[config.mk]
export PLATFORM = sky130hd
export DESIGN_NAME = rdm_mode_regs
export DESIGN_NICKNAME = d
export VERILOG_FILES = /design/src/include/rdm_pkg.sv /design/src/rtl/rdm_reg_mem.sv /design/src/rtl/rdm_mode_regs.sv
export SDC_FILE = /design/constraint.sdc
export NUM_CORES = 1
export LEC_CHECK = 0
export ABC_CLOCK_PERIOD_IN_PS = 29000
export BUFFER_PORTS_ARGS = -buffer_cell sky130_fd_sc_hd__buf_2
export CORE_MARGIN = 2
export CORE_UTILIZATION = 30
export DETAILED_ROUTE_END_ITERATION = 12
export GPL_TIMING_DRIVEN = 0
export HOLD_SLACK_MARGIN = 0.1
export PLACE_DENSITY = 0.43
export SLEW_MARGIN = 0
export SYNTH_ARGS = -nofsm -noshare
export SYNTH_HDL_FRONTEND = slang
export SYNTH_SLANG_ARGS = --single-unit
[constraint.sdc]
create_clock -name i_clk -period 29 [get_ports i_clk]
set_clock_uncertainty 0.05 [all_clocks]
set_input_delay 2.9 -clock i_clk [delete_from_list [all_inputs] [get_ports i_clk]]
set_output_delay 2.9 -clock i_clk [all_outputs]
set_load 0.02 [all_outputs]
[src/include/rdm_pkg.sv]
// package: offsets, field positions, reset values and decode helpers of the mode registers
package rdm_pkg;
  // register offsets, also the byte addresses seen by the serial engine
  localparam logic [7:0] OFS_GENERAL = 8'h0a;
  localparam logic [7:0] OFS_DBG_TX = 8'h0b;
  localparam logic [7:0] OFS_DP01_EQ = 8'h10;
  localparam logic [7:0] OFS_DP23_EQ = 8'h11;
  localparam logic [7:0] OFS_AUX_STAT = 8'h12;
  localparam logic [7:0] OFS_DP_LANE_EN = 8'h13;
  localparam logic [7:0] OFS_AEQ_CTL_A = 8'h1c;
  localparam logic [7:0] OFS_AEQ_CTL_B = 8'h1d;
  localparam logic [7:0] OFS_ADAPTIVE_EQ_LONG_CHANNEL = 8'h1e;
  localparam logic [7:0] OFS_CONN_EQ = 8'h20;
  localparam logic [7:0] OFS_SUPERSPEED_TX_RECEIVER_EQUALIZER = 8'h21;
  localparam logic [7:0] OFS_USB3_MISCELLANEOUS_CONTROL = 8'h22;
  localparam logic [7:0] OFS_USB_STAT = 8'h24;
  localparam logic [7:0] OFS_SWING_CTL = 8'h32;
  localparam logic [7:0] OFS_AEQ_STAT = 8'h3b;

  // general_mode_control field positions
  localparam int BIT_LIMITED = 7;
  localparam int BIT_RSVD = 6;
  localparam int BIT_HP_SWAP = 5;
  localparam int BIT_EQ_REGS = 4;
  localparam int BIT_HP_FORCE = 3;
  localparam int BIT_FLIP = 2;
  localparam int LSB_LANE_MODE = 0;

  // reset and write-mask values
  localparam logic [7:0] RST_GENERAL = 8'h01;
  localparam logic [7:0] MASK_GENERAL = 8'hbf;
  localparam logic [7:0] RST_BYTE = 8'h00;
  localparam logic [7:0] RST_DBG_TX = 8'h6c;

  // lane modes
  localparam logic [1:0] LANE_OFF = 2'h0;
  localparam logic [1:0] LANE_USB3 = 2'h1;
  localparam logic [1:0] LANE_DP4 = 2'h2;
  localparam logic [1:0] LANE_USB3_DP2 = 2'h3;

  // cycles the strap synchroniser needs before the pins are trusted
  localparam logic [1:0] STRAP_WAIT = 2'h3;

  // plain read/write storage held in the little memory
  function automatic logic is_mem_ofs(input logic [7:0] ofs);
    case (ofs)
      OFS_DBG_TX, OFS_DP_LANE_EN, OFS_AEQ_CTL_A, OFS_AEQ_CTL_B, OFS_ADAPTIVE_EQ_LONG_CHANNEL,
      OFS_CONN_EQ, OFS_SUPERSPEED_TX_RECEIVER_EQUALIZER, OFS_USB3_MISCELLANEOUS_CONTROL, OFS_SWING_CTL: is_mem_ofs = 1'b1;
      default: is_mem_ofs = 1'b0;
    endcase
  endfunction

  // read-only status locations
  function automatic logic is_stat_ofs(input logic [7:0] ofs);
    is_stat_ofs = (ofs == OFS_AUX_STAT) || (ofs == OFS_USB_STAT) || (ofs == OFS_AEQ_STAT);
  endfunction

  // any location that appears in the map
  function automatic logic is_mapped(input logic [7:0] ofs);
    is_mapped = is_mem_ofs(ofs) || is_stat_ofs(ofs) || (ofs == OFS_GENERAL) ||
                (ofs == OFS_DP01_EQ) || (ofs == OFS_DP23_EQ);
  endfunction

  // two lanes of equalizer setting taken from the two strap pins
  function automatic logic [7:0] eq_pin_byte(input logic [1:0] pins);
    eq_pin_byte = {2'h0, pins, 2'h0, pins};
  endfunction
endpackage

[src/rtl/rdm_reg_mem.sv]
// small storage for the plain read/write mode registers, registered read data
module rdm_reg_mem (
  // clock and reset
  input wire logic i_clk,
  input wire logic i_sys_rst,
  // write port
  input wire logic i_we,
  input wire logic [5:0] i_waddr,
  input wire logic [7:0] i_wdata,
  // read port
  input wire logic [5:0] i_raddr,
  output logic [7:0] o_rdata
);
  typedef struct packed {
    logic [63:0][7:0] mem;
    logic [7:0] rdata;
  } rdm_mem_t;

  rdm_mem_t st_r;
  rdm_mem_t st_nxt;

  // read returns the old word when a write hits the same address
  always_comb begin
    st_nxt = st_r;
    st_nxt.rdata = st_r.mem[i_raddr];
    if (i_we) begin
      st_nxt.mem[i_waddr] = i_wdata;
    end
  end

  always_ff @(posedge i_clk or posedge i_sys_rst) begin
    if (i_sys_rst) begin
      st_r <= '0;
      // the transmit shaping byte wakes up with its own non-zero default
      st_r.mem[rdm_pkg::OFS_DBG_TX[5:0]] <= rdm_pkg::RST_DBG_TX;
    end else begin
      st_r <= st_nxt;
    end
  end

  assign o_rdata = st_r.rdata;
endmodule // rdm_reg_mem

[src/rtl/rdm_mode_regs.sv]
// mode control register bank of the redriver crosspoint switch
module rdm_mode_regs (
  // clock and reset
  input wire logic i_clk,
  input wire logic i_sys_rst,
  // byte port from the serial target engine
  input wire logic i_ofs_valid,
  input wire logic [7:0] i_ofs,
  input wire logic i_wr_valid,
  input wire logic [7:0] i_wr_data,
  input wire logic i_rd_req,
  output logic o_rd_valid,
  output logic [7:0] o_rd_data,
  // device pins, asynchronous
  input wire logic i_hotplug_input_a,
  input wire logic i_hotplug_input_b,
  input wire logic [1:0] i_display_equalizer_pins,
  // hardware status from the datapath, same clock
  input wire logic [7:0] i_aux_snoop_status,
  input wire logic [7:0] i_usb_sm_status,
  input wire logic [7:0] i_adaptive_eq_status,
  // controls to the mux and equalizers
  output logic [1:0] o_lane_mode_select,
  output logic o_flip_orientation,
  output logic o_limited_redrive_select,
  output logic o_hotplug_internal,
  output logic o_closed_chassis_debug_disable,
  output logic o_register_equalizer_select,
  output logic [15:0] o_dp_lane_equalizer
);
  typedef struct packed {
    // pin synchronisers, stage 1 feeds stage 2 only
    logic hpa_s1;
    logic hpa_s2;
    logic hpa_s3;
    logic hpb_s1;
    logic hpb_s2;
    logic hpb_s3;
    logic [1:0] eq_s1;
    logic [1:0] eq_s2;
    logic [1:0] eq_s3;
    logic hpa_stable;
    logic hpb_stable;
    logic [1:0] eq_stable;
    // equalizer strap capture
    logic [1:0] strap_cnt;
    logic strap_done;
    logic [1:0] eq_strap;
    // registers held here because they steer the outputs
    logic [7:0] gen;
    logic [7:0] eq01;
    logic [7:0] eq23;
    logic [7:0] ptr;
    // read pipeline
    logic rd_d1;
    logic from_mem_d1;
    logic [7:0] pre_d1;
    logic rd_valid;
    logic [7:0] rd_data;
    // control outputs
    logic [1:0] lane_mode;
    logic flip;
    logic limited;
    logic hp_int;
    logic dci_dis;
    logic eq_regs;
    logic [15:0] eq_lanes;
  } rdm_state_t;

  rdm_state_t st_r;
  rdm_state_t st_nxt;
  logic mem_we;
  logic [7:0] mem_rdata;

  // plain storage locations live in a separate memory
  rdm_reg_mem u_mem (
    .i_clk(i_clk),
    .i_sys_rst(i_sys_rst),
    .i_we(mem_we),
    .i_waddr(st_r.ptr[5:0]),
    .i_wdata(i_wr_data),
    .i_raddr(st_r.ptr[5:0]),
    .o_rdata(mem_rdata)
  );

  // byte writes that land in the memory; everything unmapped is dropped
  assign mem_we = i_wr_valid && !i_ofs_valid && rdm_pkg::is_mem_ofs(st_r.ptr);

  // next-state logic: sync, strap, register access, read pipe, controls
  always_comb begin
    logic [7:0] eq01_view;
    logic [7:0] eq23_view;
    logic hp_pin;
    st_nxt = st_r;
    eq01_view = 8'h00;
    eq23_view = 8'h00;
    hp_pin = 1'b0;

    // three-stage synchronisers; a level counts once stages 2 and 3 agree
    st_nxt.hpa_s1 = i_hotplug_input_a;
    st_nxt.hpa_s2 = st_r.hpa_s1;
    st_nxt.hpa_s3 = st_r.hpa_s2;
    st_nxt.hpb_s1 = i_hotplug_input_b;
    st_nxt.hpb_s2 = st_r.hpb_s1;
    st_nxt.hpb_s3 = st_r.hpb_s2;
    st_nxt.eq_s1 = i_display_equalizer_pins;
    st_nxt.eq_s2 = st_r.eq_s1;
    st_nxt.eq_s3 = st_r.eq_s2;
    if (st_r.hpa_s2 == st_r.hpa_s3) begin
      st_nxt.hpa_stable = st_r.hpa_s3;
    end
    if (st_r.hpb_s2 == st_r.hpb_s3) begin
      st_nxt.hpb_stable = st_r.hpb_s3;
    end
    if (st_r.eq_s2 == st_r.eq_s3) begin
      st_nxt.eq_stable = st_r.eq_s3;
    end

    // straps are caught once, after the synchroniser has filled
    if (!st_r.strap_done) begin
      if (st_r.strap_cnt == rdm_pkg::STRAP_WAIT) begin
        st_nxt.strap_done = 1'b1;
        // take the level settling at this edge; the stored copy still holds reset zero
        st_nxt.eq_strap = st_nxt.eq_stable;
      end else begin
        st_nxt.strap_cnt = st_r.strap_cnt + 2'h1;
      end
    end

    // equalizer fields follow the straps until register select is set
    if (st_r.gen[rdm_pkg::BIT_EQ_REGS]) begin
      eq01_view = st_r.eq01;
      eq23_view = st_r.eq23;
    end else begin
      eq01_view = rdm_pkg::eq_pin_byte(st_r.eq_strap);
      eq23_view = rdm_pkg::eq_pin_byte(st_r.eq_strap);
    end

    // byte port: offset load wins, then write, then read
    st_nxt.rd_d1 = 1'b0;
    if (i_ofs_valid) begin
      st_nxt.ptr = i_ofs;
    end else if (i_wr_valid) begin
      if (st_r.ptr == rdm_pkg::OFS_GENERAL) begin
        st_nxt.gen = i_wr_data & rdm_pkg::MASK_GENERAL;
      end else if (st_r.ptr == rdm_pkg::OFS_DP01_EQ) begin
        st_nxt.eq01 = i_wr_data;
      end else if (st_r.ptr == rdm_pkg::OFS_DP23_EQ) begin
        st_nxt.eq23 = i_wr_data;
      end
      st_nxt.ptr = st_r.ptr + 8'h01;
    end else if (i_rd_req) begin
      // the pointer moves on whatever the host answers to the byte
      st_nxt.ptr = st_r.ptr + 8'h01;
      st_nxt.rd_d1 = 1'b1;
      st_nxt.from_mem_d1 = rdm_pkg::is_mem_ofs(st_r.ptr);
      case (st_r.ptr)
        rdm_pkg::OFS_GENERAL: st_nxt.pre_d1 = st_r.gen;
        rdm_pkg::OFS_DP01_EQ: st_nxt.pre_d1 = eq01_view;
        rdm_pkg::OFS_DP23_EQ: st_nxt.pre_d1 = eq23_view;
        rdm_pkg::OFS_AUX_STAT: st_nxt.pre_d1 = i_aux_snoop_status;
        rdm_pkg::OFS_USB_STAT: st_nxt.pre_d1 = i_usb_sm_status;
        rdm_pkg::OFS_AEQ_STAT: st_nxt.pre_d1 = i_adaptive_eq_status;
        default: st_nxt.pre_d1 = 8'h00;
      endcase
    end

    // second read stage: memory word arrives one cycle after the request
    st_nxt.rd_valid = st_r.rd_d1;
    if (st_r.rd_d1) begin
      st_nxt.rd_data = st_r.from_mem_d1 ? mem_rdata : st_r.pre_d1;
    end

    // controls come from the next register value so they move with the write
    st_nxt.lane_mode = st_nxt.gen[rdm_pkg::LSB_LANE_MODE +: 2];
    st_nxt.flip = st_nxt.gen[rdm_pkg::BIT_FLIP];
    st_nxt.limited = st_nxt.gen[rdm_pkg::BIT_LIMITED];
    st_nxt.eq_regs = st_nxt.gen[rdm_pkg::BIT_EQ_REGS];
    // the swap reroutes the debug pin, so debug must be off while it is set
    st_nxt.dci_dis = st_nxt.gen[rdm_pkg::BIT_HP_SWAP];
    hp_pin = st_nxt.gen[rdm_pkg::BIT_HP_SWAP] ? st_r.hpb_stable : st_r.hpa_stable;
    st_nxt.hp_int = st_nxt.gen[rdm_pkg::BIT_HP_FORCE] | hp_pin;
    if (st_nxt.gen[rdm_pkg::BIT_EQ_REGS]) begin
      st_nxt.eq_lanes = {st_nxt.eq23, st_nxt.eq01};
    end else begin
      st_nxt.eq_lanes = {rdm_pkg::eq_pin_byte(st_r.eq_strap),
                         rdm_pkg::eq_pin_byte(st_r.eq_strap)};
    end
  end

  // state register; general register starts in usb3-only mode
  always_ff @(posedge i_clk or posedge i_sys_rst) begin
    if (i_sys_rst) begin
      st_r <= '0;
      st_r.gen <= rdm_pkg::RST_GENERAL;
      st_r.lane_mode <= rdm_pkg::LANE_USB3;
    end else begin
      st_r <= st_nxt;
    end
  end

  // outputs straight from the state flops
  assign o_rd_valid = st_r.rd_valid;
  assign o_rd_data = st_r.rd_data;
  assign o_lane_mode_select = st_r.lane_mode;
  assign o_flip_orientation = st_r.flip;
  assign o_limited_redrive_select = st_r.limited;
  assign o_hotplug_internal = st_r.hp_int;
  assign o_closed_chassis_debug_disable = st_r.dci_dis;
  assign o_register_equalizer_select = st_r.eq_regs;
  assign o_dp_lane_equalizer = st_r.eq_lanes;

  // checks: helper flag marks that the general register has been written
  logic gen_written_r;
  logic gen_wr;
  assign gen_wr = i_wr_valid && !i_ofs_valid && (st_r.ptr == rdm_pkg::OFS_GENERAL);
  always_ff @(posedge i_clk or posedge i_sys_rst) begin
    if (i_sys_rst) begin
      gen_written_r <= 1'b0;
    end else if (gen_wr) begin
      gen_written_r <= 1'b1;
    end
  end
endmodule // rdm_mode_regs

Yosys cells after proc, flatten, opt, wreduce, memory -nomap -nowiden
Index checks and enable logic that the tools add are counted.
{"block": "totals", "reg_bits": 614, "in_bits": 49, "out_inout_bits": 32, "wordCells": 160}
{"block": "op_classes", "n_addsub": 2, "order_cmp": 2, "eq_ne": 19, "mux": 27, "n_bitwise": 5, "reduce_logical": 9}
{"op": "$bwmux W512", "n": 1}
{"op": "$mux W8", "n": 11}
{"op": "$eq A8 B5 Y1 const B", "n": 7}
{"op": "$bmux W8 S6", "n": 1}
{"op": "$demux W8 S6", "n": 1}
{"op": "$eq A8 B6 Y1 const B", "n": 6}
{"op": "$mux W24", "n": 2}
{"op": "$pmux W8 S6", "n": 1}
{"op": "$mux W16", "n": 2}
{"op": "$mux W10", "n": 2}
{"op": "$mux W18", "n": 1}
{"op": "$eq A8 B4 Y1 const B", "n": 2}
{"op": "$reduce_or A9 Y1", "n": 1}
{"op": "$add A8 B1 Y8 const B", "n": 1}
{"op": "$lt A6 B7 Y1 const B", "n": 1}
{"op": "$ge A6 B1 Y1 const B", "n": 1}
{"op": "$mux W3", "n": 2}
{"op": "$not A1 Y1", "n": 4}
{"op": "$reduce_and A2 Y1", "n": 2}
{"op": "$logic_and A1 B1 Y1", "n": 3}
{"op": "$reduce_and A3 Y1", "n": 1}
{"op": "$reduce_bool A3 Y1", "n": 1}
{"op": "$add A2 B1 Y2 const B", "n": 1}
{"op": "$eq A1 B1 Y1", "n": 2}
{"op": "6 further kinds", "n": 7}

Depth between registers and ports, before layout
Gate-level depths: netlist (run 1).
{"block": "depth", "depth_word": 8, "mapped_depth": 11, "depth_no_buf": 7}

By module
A second synthesis (run 1) with hierarchy kept.
{"block": "hier_totals", "cells_unflattened": 1882, "area_unflattened_um2": 28009.4}
{"module": "rdm_reg_mem", "n_inst": 1, "cells_per_inst": 1539, "area_each_um2": 23909.2, "seq_area_each_um2": 13017.5}
{"module": "rdm_mode_regs", "n_inst": 1, "cells_per_inst": 343, "area_each_um2": 4100.2, "seq_area_each_um2": 2203.4}

Worst setup path after synthesis (run 1)
OpenSTA, ideal clock, no wires.
{"block": "synth_timing", "path_type": "in2reg", "start": "input port i_ofs_valid", "end": "register st_r (netlist bit o_dp_lane_equalizer[13])", "setup_time_ps": 119, "arrival_ps": 4318, "required_ps": 28831, "path_slack_ps": 24513, "cell_stages": 9, "n_path_buf": 3, "cell_sequence": "buf_2 nor3b_2 buf_4 nand4_4 mux2i_4 inv_2 buf_2 nor2_2 o21ba_1"}
{"element": "from (decl)", "line": "rdm_mode_regs.sv:7", "text": "input wire logic i_ofs_valid,"}
{"element": "to (signal assigned)", "line": "rdm_mode_regs.sv:198", "text": "st_r <= st_nxt;"}
{"element": "to (decl)", "line": "rdm_mode_regs.sv:70", "text": "rdm_state_t st_r;"}

Worst setup path after layout (run 1)
{"block": "layout_timing", "start": "input port i_ofs_valid", "end": "register st_r[36] (netlist name)"}
{"block": "layout_between", "elab_chain_len": 2}
{"element": "$not A1 Y1 (no line)"}
{"element": "$reduce_and A3 Y1 (no line)"}
Every way passes these cells.
A chain may end at the register's enable or synchronous reset.

==> qor.txt, run 1 <==
number of antenna violations at the first check in global routing = 2
vias per cell = 4.72
Main synth FF type = dfrtp_1
crit path cell chain = buf_2, nor3b_1, clkbuf_1, a41oi_1
Tot GR Track Use = 16.2%
Antenna Nets Post-Route = 0
fin. max-slew vios = 0
CTS Buffer Depth = 3
grt total ovfl = 0
Cell variety after synth = 72
Core Region = 82000 µm²
Synth Register Bits = 608
CTS Buf Count = 69
Clk Latency, worst-skew pair = 0.61 ns
Root Driver = clkbuf_16
Slowest-stage cell, CP = nor3b_1
grt met2 use = 23.7%
Worst EP required = 29.39 ns
Die Area = 85100 µm²
RSZ-0062 raised after global routing = no
final setup violation count = 0
Final Net Count = 2074
Tot Pwr = 1980 µW
vias in the first global route = 16000
IO Count = 81
PortBufs = 79
dpl cells = 3019
crit-path max cell delay = 1.06 ns
post-layout util = 35.5%
Syn Std Cell Area = 24800 µm²
initial core utilization = 30.3%
Fin Setup TNS = 0 ns
Max VDD drop = 35.0 µV
Post-synth ARST share = 100%
Gate Count Post-Synth = 1865
met1 Usage GRT = 23.6%
switching share of power = 25.5%
Syn. warnings = 0
crit-path max FO = 10
Die W = 292 µm
Reg power frac = 44.4%
Max Cap Violations = 0
Crit Path Category = in -> reg
final wirelength = 67.1 mm
Wirelength per Cell = 21.3 µm
Max H-tree Level = 3
EDFF count, synth = 0
fraction of layout instances using a drive strength above 1 = 21.2%
design area = 29100 µm²
Clock Pin Slew Worst Setup and Hold Paths = 0.06 ns
minimum clock period = 4.41 ns
power per cell area = 68.0 nW/µm²
detailed-placement wirelength estimate = 46.5 mm
syn avg cell area = 13.3 µm²
max_slew headroom = 13.4%
final hold vios = 0
# resized after CTS = 0
CTS tree = yes
via count = 14900
hold crit path type = reg -> reg
drt drc = 0
DRT Pass-1 Iters = 7
Setup crit end kind = flip-flop
Layout Cells excl Fill = 3150
Final period util = 15.2%
leading area contributor after synthesis = dfrtp_1
met3 Resource Use GR = 3.55%
worst-margin pin slew = 1.30 ns
hold buffers post-CTS = 0
first-pass GRT wire length = 103 mm
Starting DRT DRC Count = 886
Critical Path Start Type = input port
Std-Cell Rows = 105
Combinational Power Share = 10.4%
Critical Path AT = 4.80 ns
Internal = 1470 µW
Mapped Nets = 1919
largest net degree at the start of global routing = 134
most common cell in the netlist = dfrtp_1
Placer Congestion = 0.822
sequential-to-total area share from yosys stat = 61.3%
area grow syn2layout = 17.1%
Clk pwr share = 45.2%
Max Clk Rate = 227 MHz
Most Crowded Layer GR = met2
Die Ht = 292 µm
Sink Count = 608
# fillers = 8065
top cells by area, synth = dfrtp_1 61%, mux4_2 6.7%, mux2_1 6.3%, clkbuf_1 6.0%, mux2i_1 2.9%
Psw = 504 µW
status = completed
leak pwr = 0.0137 µW
Synth top area share = 60.8%
buffer count from post-CTS setup fixing = 0
placed instance area = 26700 µm²
synth cell count leaders = 603 x dfrtp_1, 395 x clkbuf_1, 139 x mux2_1
-- sequential cells by signal, summed over array words and instances (netlist names), 8 cells and up --
signal	flops
o_dp_lane_equalizer	16
u_mem.st_r	512
st_nxt	9
st_r	52
u_mem.o_rdata	8
o_rd_data	8
-- stage by stage --
stage | hold WS (ns) | setup WS, ns
2_1_floorplan | 0.281 | 9.04
3_3_place_gp | 0.285 | 2.92
3_5_place_dp | 0.285 | 24.02
4_1_cts | 0.298 | 24.57
5_1_grt | 0.304 | 24.45
6_report | 0.296 | 24.59
-- area by class of cell --
type | count | area, µm² | share of cell area (%)
Sequential cell | 608 | 15200 | 52.4
Multi-Input combinational cell | 773 | 7560 | 26.0
Clock buffer | 104 | 2080 | 7.16
Buffer | 474 | 2010 | 6.90
Tap cell | 1070 | 1340 | 4.61
Timing Repair Buffer | 84 | 533 | 1.83
Clock inverter | 20 | 264 | 0.908
Inverter | 10 | 45.0 | 0.155
Antenna cell | 7 | 17.5 | 0.0603
-- final timing paths --
| kind | end | depth (start not counted) | start | slack [ns] |
|---|---|---|---|---|
| setup / recovery | st_r[36]$_DFFE_PP0P_ | 4 | i_ofs_valid | 24.59 |
| hold / removal | st_nxt[83]$_DFF_PP0_ | 0 | st_nxt[85]$_DFF_PP0_ | 0.30 |
| setup reg to reg | u_mem.st_r[407]$_DFFE_PP0P_ | 9 | st_r[42]$_DFFE_PP0P_ | 25.15 |
| hold reg to reg | st_nxt[83]$_DFF_PP0_ | 0 | st_nxt[85]$_DFF_PP0_ | 0.30 |
| max in group asynchronous | u_mem.st_r[350]$_DFFE_PP0P_ | 4 | i_sys_rst | 25.13 |
| min in group asynchronous | u_mem.st_r[59]$_DFFE_PP0P_ | 2 | i_sys_rst | 2.28 |
-- routing by layer --
layer / up-vias / share of wire [%]
met1: 7888 / 48
met5: - / 0
li1: 6569 / -
met2: 302 / 44
met4: 0 / 3.2
met3: 122 / 4.9
-- kinds of logic after synthesis --
family          count (synthesis)  share of synthesized area (%)
compound gates                218                           6.34
buf+inv                       484                           8.23
simple gates                  196                           4.87
mux                           342                           18.5
flops                         608                           61.3
xor+xnor                       10                          0.353
fa+ha+maj                       7                          0.333
-- worst max-delay path, delay by kind of cell --
kind	cells	cell delay (ns)
simple gates	1	1.06
buf+inv	2	0.65
compound gates	1	0.18
-- placed cells by master (no fill, tap or decap), types with 23 or more instances in the layout --
cell type and count:
dfrtp_1 603, clkbuf_16 70, nand2_1 48, buf_4 44, o21ai_0 26, mux2_2 55
mux4_2 74, a221oi_1 52, nor2_1 45, buf_2 107, clkbuf_1 409, o22ai_1 23
a21oi_1 28, mux2_1 139, mux2i_1 73
-- power by group through the flow --
stage,clock [µW],combinational [µW],sequential [µW]
3_3_place_gp,0,205,894
4_1_cts,923,210,877
5_1_grt,960,223,878
2_1_floorplan,0,130,889
6_report,895,205,877
3_5_place_dp,0,209,893
No activity file was read; power rests on OpenSTA's default activity.
==> run 2: changes to the inputs <==
Settings changed: ABC_AREA set to 1, ABC_CLOCK_PERIOD_IN_PS 29000 to 3800, PLACE_DENSITY 0.43 to 0.45.
Clock period 29 ns to 3.8 ns, I/O delays scaled along.
==> run 2 against run 1 <==
  * Flip-flop and latch count is the same
  * Sequential power grew to 7.6 times the previous value
  * Register-to-register slack got worse by 25 ns
  * Routed wire length rose by 43%
  * Largest cell class unchanged
==> qor.txt, run 2 <==
status = completed
Die W = 308 µm (+5.6%)
grt total ovfl = 0 (unchanged)
Tot GR Track Use = 20.5% (+4.3 points)
Critical Path AT = 3.90 ns (-0.90 ns)
vias in the first global route = 21200 (+33%)
Setup crit end kind = flip-flop
Final Net Count = 3637 (+75%)
leak pwr = 0.0166 µW (+21%)
mux contribution to synthesized area = 0% (-19 points)
Die Area = 94800 µm² (+11%)
leading area contributor after synthesis = dfrtp_1
max reg flops = 512 (unchanged)
Main synth FF type = dfrtp_1
top cells by area, synth = dfrtp_1 54%, nand2_1 14%, clkbuf_1 5.8%, inv_1 4.7%, nand3_1 3.6%
Gate Count Post-Synth = 3391 (+82%)
Adder-Cell Fraction of Synth Area = 0.298% (-0.035 points)
# resized after CTS = 0 (unchanged)
Sink Count = 608 (unchanged)
synth cell count leaders = 1006 x nand2_1, 603 x dfrtp_1, 431 x clkbuf_1
hold crit path type = in -> reg
Post-synth ARST share = 100% (unchanged)
largest family of logic cells by synthesized area = simple AND/OR/NAND/NOR gates
fin. max-slew vios = 0 (unchanged)
via count = 22100 (+48%)
Layout Cells excl Fill = 4826 (+53%)
Post-Synth Simple-Gate Area = 27.7% (+23 points)
Max Clk Rate = 286 MHz
Synth Register Bits = 608 (unchanged)
IO Count = 81 (unchanged)
syn avg cell area = 8.17 µm² (-39%)
PortBufs = 80 (+1.3%)
sequential-to-total area share from yosys stat = 54.9% (-6.4 points)
Max Cap Violations = 0 (unchanged)
most frequent cells in the layout = 1006 x nand2_1, 603 x dfrtp_1, 444 x clkbuf_1
Crit Path Category = reg -> reg
Fin Setup TNS = 0 ns (unchanged)
largest net degree at the start of global routing = 40 (-70%)
Mapped Nets = 3445 (+80%)
RSZ-0062 raised after global routing = no
fraction of layout instances using a drive strength above 1 = 12.8% (-8.4 points)
Critical Path Start Type = flip-flop
Reg power frac = 41.9% (-2.5 points)
minimum clock period = 3.50 ns
Clk pwr share = 43.6% (-1.6 points)
Clock Pin Slew Worst Setup and Hold Paths = 0.06 ns (about the same)
Worst EP required = 4.20 ns (-25.19 ns)
Combinational Power Share = 14.5% (+4.1 points)
switching share of power = 29.0% (+3.5 points)
EDFF count, synth = 0 (unchanged)
DRT Pass-1 Iters = 7 (unchanged)
Top reg by flops = u_mem.st_r
initial core utilization = 30.2% (-0.053 points)
Antenna Nets Post-Route = 0 (unchanged)
power per cell area = 492 nW/µm² (+620%)
CTS tree = yes
final setup violation count = 0 (unchanged)
CTS Buf Count = 73 (+5.8%)
Root Driver = clkbuf_16
area grow syn2layout = 17.4%
Max VDD drop = 323 µV (+820%)
most common cell in the netlist = nand2_1
Internal = 11400 µW (+670%)
crit-path max FO = 10 (unchanged)
post-synthesis compound-gate area fraction = 3.65% (-2.7 points)
Cell variety after synth = 39 (-46%)
Final period util = 92.1%
Synth Area in XOR/XNOR = 0.221% (-0.13 points)
detailed-placement wirelength estimate = 70.5 mm (+52%)
first-pass GRT wire length = 142 mm (+38%)
drt drc = 0 (unchanged)
commonest non-fill, non-tap cell in the layout = nand2_1
Clk Latency, worst-skew pair = 0.64 ns (+0.03 ns)
final hold vios = 0 (unchanged)
worst-margin pin slew = 1.28 ns (-0.0186 ns)
final wirelength = 95.8 mm (+43%)
dpl cells = 4675 (+55%)
Placer Congestion = 0.911 (+11%)
Wirelength per Cell = 19.8 µm (-6.8%)
max_slew headroom = 14.5% (+1.1 points)
Core Region = 91700 µm² (+12%)
Synth top area share = 54.5% (-6.3 points)
Starting DRT DRC Count = 1848 (+110%)
Psw = 4640 µW (+820%)
Syn Std Cell Area = 27700 µm² (+12%)
Max H-tree Level = 3 (unchanged)
Syn. warnings = 0 (unchanged)
Std-Cell Rows = 111 (+5.7%)
number of antenna violations at the first check in global routing = 2 (unchanged)
# fillers = 9789 (+21%)
Die Ht = 308 µm (+5.6%)
vias per cell = 4.57 (-3.2%)
CTS Buffer Depth = 3 (unchanged)
[run 2: path summary, 6_finish.rpt]
path                                 startpoint                           endpoint  slack (ns)  depth (start not counted)
hold / removal                     i_wr_data[0]  o_lane_mode_select[0]$_DFFE_PP1P_        0.13                          3
hold reg to reg            st_nxt[93]$_DFF_PP0_               st_nxt[92]$_DFF_PP0_        0.30                          0
min in group asynchronous             i_sys_rst        u_mem.st_r[321]$_DFFE_PP0P_        0.42                          3
setup reg to reg           st_r[42]$_DFFE_PP0P_         u_mem.o_rdata[3]$_DFF_PP0_        0.30                         10
max in group asynchronous             i_sys_rst        u_mem.st_r[388]$_DFFE_PP0P_        1.87                          7
setup / recovery           st_r[42]$_DFFE_PP0P_         u_mem.o_rdata[3]$_DFF_PP0_        0.30                         10
[run 2: cell type report]
cell class                      instances  area, µm²  area share (%)
Sequential cell                       608      15200            46.8
Multi-Input combinational cell       1894       8830            27.2
Buffer                                531       2310            7.09
Clock buffer                          103       2130            6.56
Tap cell                             1186       1480            4.56
Inverter                              357       1350            4.14
Timing Repair Buffer                  118        961            2.95
Clock inverter                         28        238           0.731
Antenna cell                            1       2.50         0.00769
[run 2: per-layer routing]
metal	part of all wire (%)	global-route usage, %	wire length [µm]
met3	5.8	3.20	5600
met4	3.7	8.17	3520
met1	46	29.0	44100
met2	44	31.2	42600
met5	0	0	0
[run 2: repair_timing]
action,in CTS,in global routing
endpoints found under the hold margin,47,0
endpoints found under the setup margin,0,151
setup buffers,0,0
hold buffers,20,0
[run 2: kinds of logic (layout without fill, tap and decap cells)]
logic type               count (synthesis)  count (layout)
adder cells (fa/ha/maj)                  7               7
AND/OR/NAND/NOR                       1706            1706
buffers and inverters                  889            1137
XOR/XNOR                                 7               7
flip-flops                             608             608
AO/OA/AOI/OAI                          174             174
other                                    0               1
[run 2: worst max-delay path, cell delays in order (launching register included)]
cell and delay, ns:
dfrtp_1 0.38, buf_2 0.31, buf_2 0.28, clkbuf_1 0.71, nand2_1 0.11, nand3_1 0.12, nand2_1 0.08, o21ai_0 0.69
nand2_1 0.10, nor2_1 0.27, nand2_1 0.21
[run 2: through the flow]
step           total power (µW)  area (µm²)  hold slack [ns]  setup slack (ns)  utilization (%)
2_1_floorplan              8110       27700            0.281             -4.92                -
3_3_place_gp               9080       29600            0.283             -9.29             32.3
3_5_place_dp               9110       30000            0.286             0.125             32.7
4_1_cts                   16200       32500            0.113             0.108             35.5
5_1_grt                   16700       32500            0.136             0.230             35.5
6_report                  16000       32500            0.132             0.300             35.5
[run 2: power by group through the flow]
stage               registers, µW  clock network (µW)  logic (µW)
CTS                          6690                7170        2330
global route                 6710                7450        2520
finish                       6690                6970        2320
global placement             6820                   0        2250
detailed placement           6810                   0        2300
floorplan                    6800                   0        1310
==> run 3: changes to the inputs <==
Settings changed: ABC_CLOCK_PERIOD_IN_PS 3800 to 3400, CORE_UTILIZATION 30 to 35, PLACE_DENSITY 0.45 to 0.49.
Clock period 3.8 ns to 3.4 ns, I/O delays scaled along.
==> run 3 against run 2 <==
  * Non-clock buffer count increased by 9
  * Critical path depth increased by 1
  * Hold slack gained 0.0074 ns
  * Power increased by 10%
  * Combinational power up 9.9%
  * Routed wire length fell by 4.3%
  * Flip-flop and latch count did not move
  * Clock power increased by 9.0%
  * Critical path type unchanged
  * Core utilization grew 5.7 points
==> qor.txt, run 3 (synthesized netlist as in run 2, its figures left out) <==
drt drc = 0 (unchanged)
final hold vios = 0 (unchanged)
Clock Pin Slew Worst Setup and Hold Paths = 0.06 ns (about the same)
Antenna Nets Post-Route = 0 (unchanged)
RSZ-0062 raised after global routing = no
Max Cap Violations = 0 (unchanged)
Crit Path Category = reg -> reg
Reg power frac = 42.4% (+0.5 points)
switching share of power = 28.9% (-0.061 points)
worst-margin pin slew = 1.19 ns (-0.0905 ns)
Final period util = 96.9% (+4.8 points)
max reg flops = 512 (unchanged)
Top reg by flops = u_mem.st_r
max_slew headroom = 20.5% (+6.1 points)
crit path cell chain = buf_2, inv_2, buf_6, clkbuf_1, nand2_1, nand3_1, nand2_1, o21ai_0, nand2_1, nor2_1, nand2_1
first-pass GRT wire length = 137 mm (-3.1%)
Fin Setup TNS = 0 ns (unchanged)
Critical Path AT = 3.69 ns (-0.21 ns)
delay-heaviest family, CP = buffers and inverters
Std-Cell Rows = 103 (-7.2%)
Clk Latency, worst-skew pair = 0.63 ns (about the same)
Wirelength per Cell = 19.5 µm (-1.7%)
CTS tree = yes
minimum clock period = 3.29 ns (-0.205 ns)
cell mode on critical path = nand2_1
initial core utilization = 35.2% (+5.0 points)
Slowest-stage cell, CP = clkbuf_1
power per cell area = 544 nW/µm² (+11%)
final wirelength = 91.7 mm (-4.3%)
PortBufs = 80 (unchanged)
Die W = 285 µm (-7.3%)
CTS Buffer Depth = 3 (unchanged)
placed instance area = 29800 µm² (-0.57%)
largest net degree at the start of global routing = 41 (+2.5%)
Combinational Power Share = 14.5% (about the same)
vias in the first global route = 21400 (+0.87%)
Critical Path Start Type = flip-flop
design area = 32400 µm² (-0.42%)
Die Area = 81400 µm² (-14%)
Max Clk Rate = 304 MHz (+6.2%)
most frequent cells in the layout = 1006 x nand2_1, 603 x dfrtp_1, 451 x clkbuf_1
fraction of layout instances using a drive strength above 1 = 12.5% (-0.28 points)
area grow syn2layout = 16.9%
n_diodes = 0 (-1)
grt total ovfl = 0 (unchanged)
detailed-placement wirelength estimate = 67.4 mm (-4.4%)
Final Net Count = 3645 (+0.22%)
Worst Path Buf+Inv = 4 (+1)
crit-path max cell delay = 0.71 ns (about the same)
fin. max-slew vios = 0 (unchanged)
Starting DRT DRC Count = 1688 (-8.7%)
leak pwr = 0.0166 µW (about the same)
status = completed
Clk pwr share = 43.1% (-0.5 points)
Root Driver = clkbuf_16
hold crit path type = in -> reg
Tot GR Track Use = 22.8% (+2.3 points)
commonest non-fill, non-tap cell in the layout = nand2_1
# fillers = 8277 (-15%)
DRT Pass-1 Iters = 7 (unchanged)
Max H-tree Level = 3 (unchanged)
via count = 22100 (+0.37%)
Placer Congestion = 0.927 (+1.8%)
Max VDD drop = 330 µV (+2.0%)
Die Ht = 285 µm (-7.3%)
crit-path max FO = 29 (+19)
CTS Buf Count = 72 (-1.4%)
Setup crit end kind = flip-flop
number of antenna violations at the first check in global routing = 4 (+2)
Internal = 12500 µW (+10%)
Psw = 5100 µW (+10%)
final setup violation count = 0 (unchanged)
Core Region = 78600 µm² (-14%)
vias per cell = 4.71 (+3.1%)
buffer count from post-CTS setup fixing = 0 (unchanged)
Sink Count = 608 (unchanged)
IO Count = 81 (unchanged)
Worst EP required = 3.80 ns (-0.40 ns)
[run 3: stage by stage]
stage	setup WS [ns]	utilization (%)	power [µW]	std cells	hold slack, ns
final	0.105	41.2	17600	4698	0.140
after global routing	0.0347	41.2	18300	4698	0.137
after CTS	0.0632	41.2	17800	4700	0.103
after detailed placement	-0.274	37.9	10100	4539	0.286
after global placement	-9.52	37.4	10100	4521	0.286
after floorplan	-5.28	-	9070	3391	0.281
[run 3: routing by layer]
metal  wire (µm)  share of wire [%]  up-vias  GRT usage [%]
li1            -                  -    10600              -
met1       42300                 46    10800           31.8
met2       40400                 44      578           34.9
met3        5330                5.8      144           4.12
met4        3690                4.0        0           9.57
met5           0                  0        -              0
[run 3: worst min-delay path, cell delays in order]
cell,delay [ns]
buf_2,0.08
nand2_1,0.04
nand2_1,0.05
nor2_1,0.05
nand3_1,0.09
nand2_1,0.06
nand2_1,0.05
[run 3: final cells by class]
type / count / area (µm²) / area share, %
multi-input cells: 1894 / 8830 / 27.3
clock inverters: 23 / 200 / 0.618
clock buffers: 108 / 2100 / 6.48
inverters: 357 / 1350 / 4.16
repair buffers: 130 / 1080 / 3.34
plain buffers: 528 / 2290 / 7.08
well taps: 1050 / 1310 / 4.06
flip-flops and latches: 608 / 15200 / 47.0
[run 3: path summary, 6_finish.rpt]
check	slack, ns	depth (start not counted)	end	from
max	0.11	11	u_mem.o_rdata[6]$_DFF_PP0_	st_r[42]$_DFFE_PP0P_
min	0.14	7	st_r[36]$_DFFE_PP0P_	i_adaptive_eq_status[4]
max reg2reg	0.11	11	u_mem.o_rdata[6]$_DFF_PP0_	st_r[42]$_DFFE_PP0P_
min reg2reg	0.30	0	st_nxt[92]$_DFF_PP0_	st_nxt[93]$_DFF_PP0_
max in group asynchronous	1.47	8	u_mem.st_r[118]$_DFFE_PP0P_	i_sys_rst
min in group asynchronous	0.22	3	u_mem.st_r[518]$_DFFE_PP0P_	i_sys_rst
[run 3: repair_timing]
action,CTS,global route
hold buffers,32,0
hold endpoints to repair,104,0
endpoints found under the setup margin,185,53
resized for setup,0,0
[run 3: power by group through the flow]
| stage | combinational [µW] | sequential (µW) | clock (µW) |
|---|---|---|---|
| 2_1_floorplan | 1460 | 7600 | 0 |
| 3_3_place_gp | 2470 | 7620 | 0 |
| 3_5_place_dp | 2530 | 7610 | 0 |
| 4_1_cts | 2550 | 7480 | 7790 |
| 5_1_grt | 2770 | 7500 | 8090 |
| 6_report | 2550 | 7480 | 7600 |
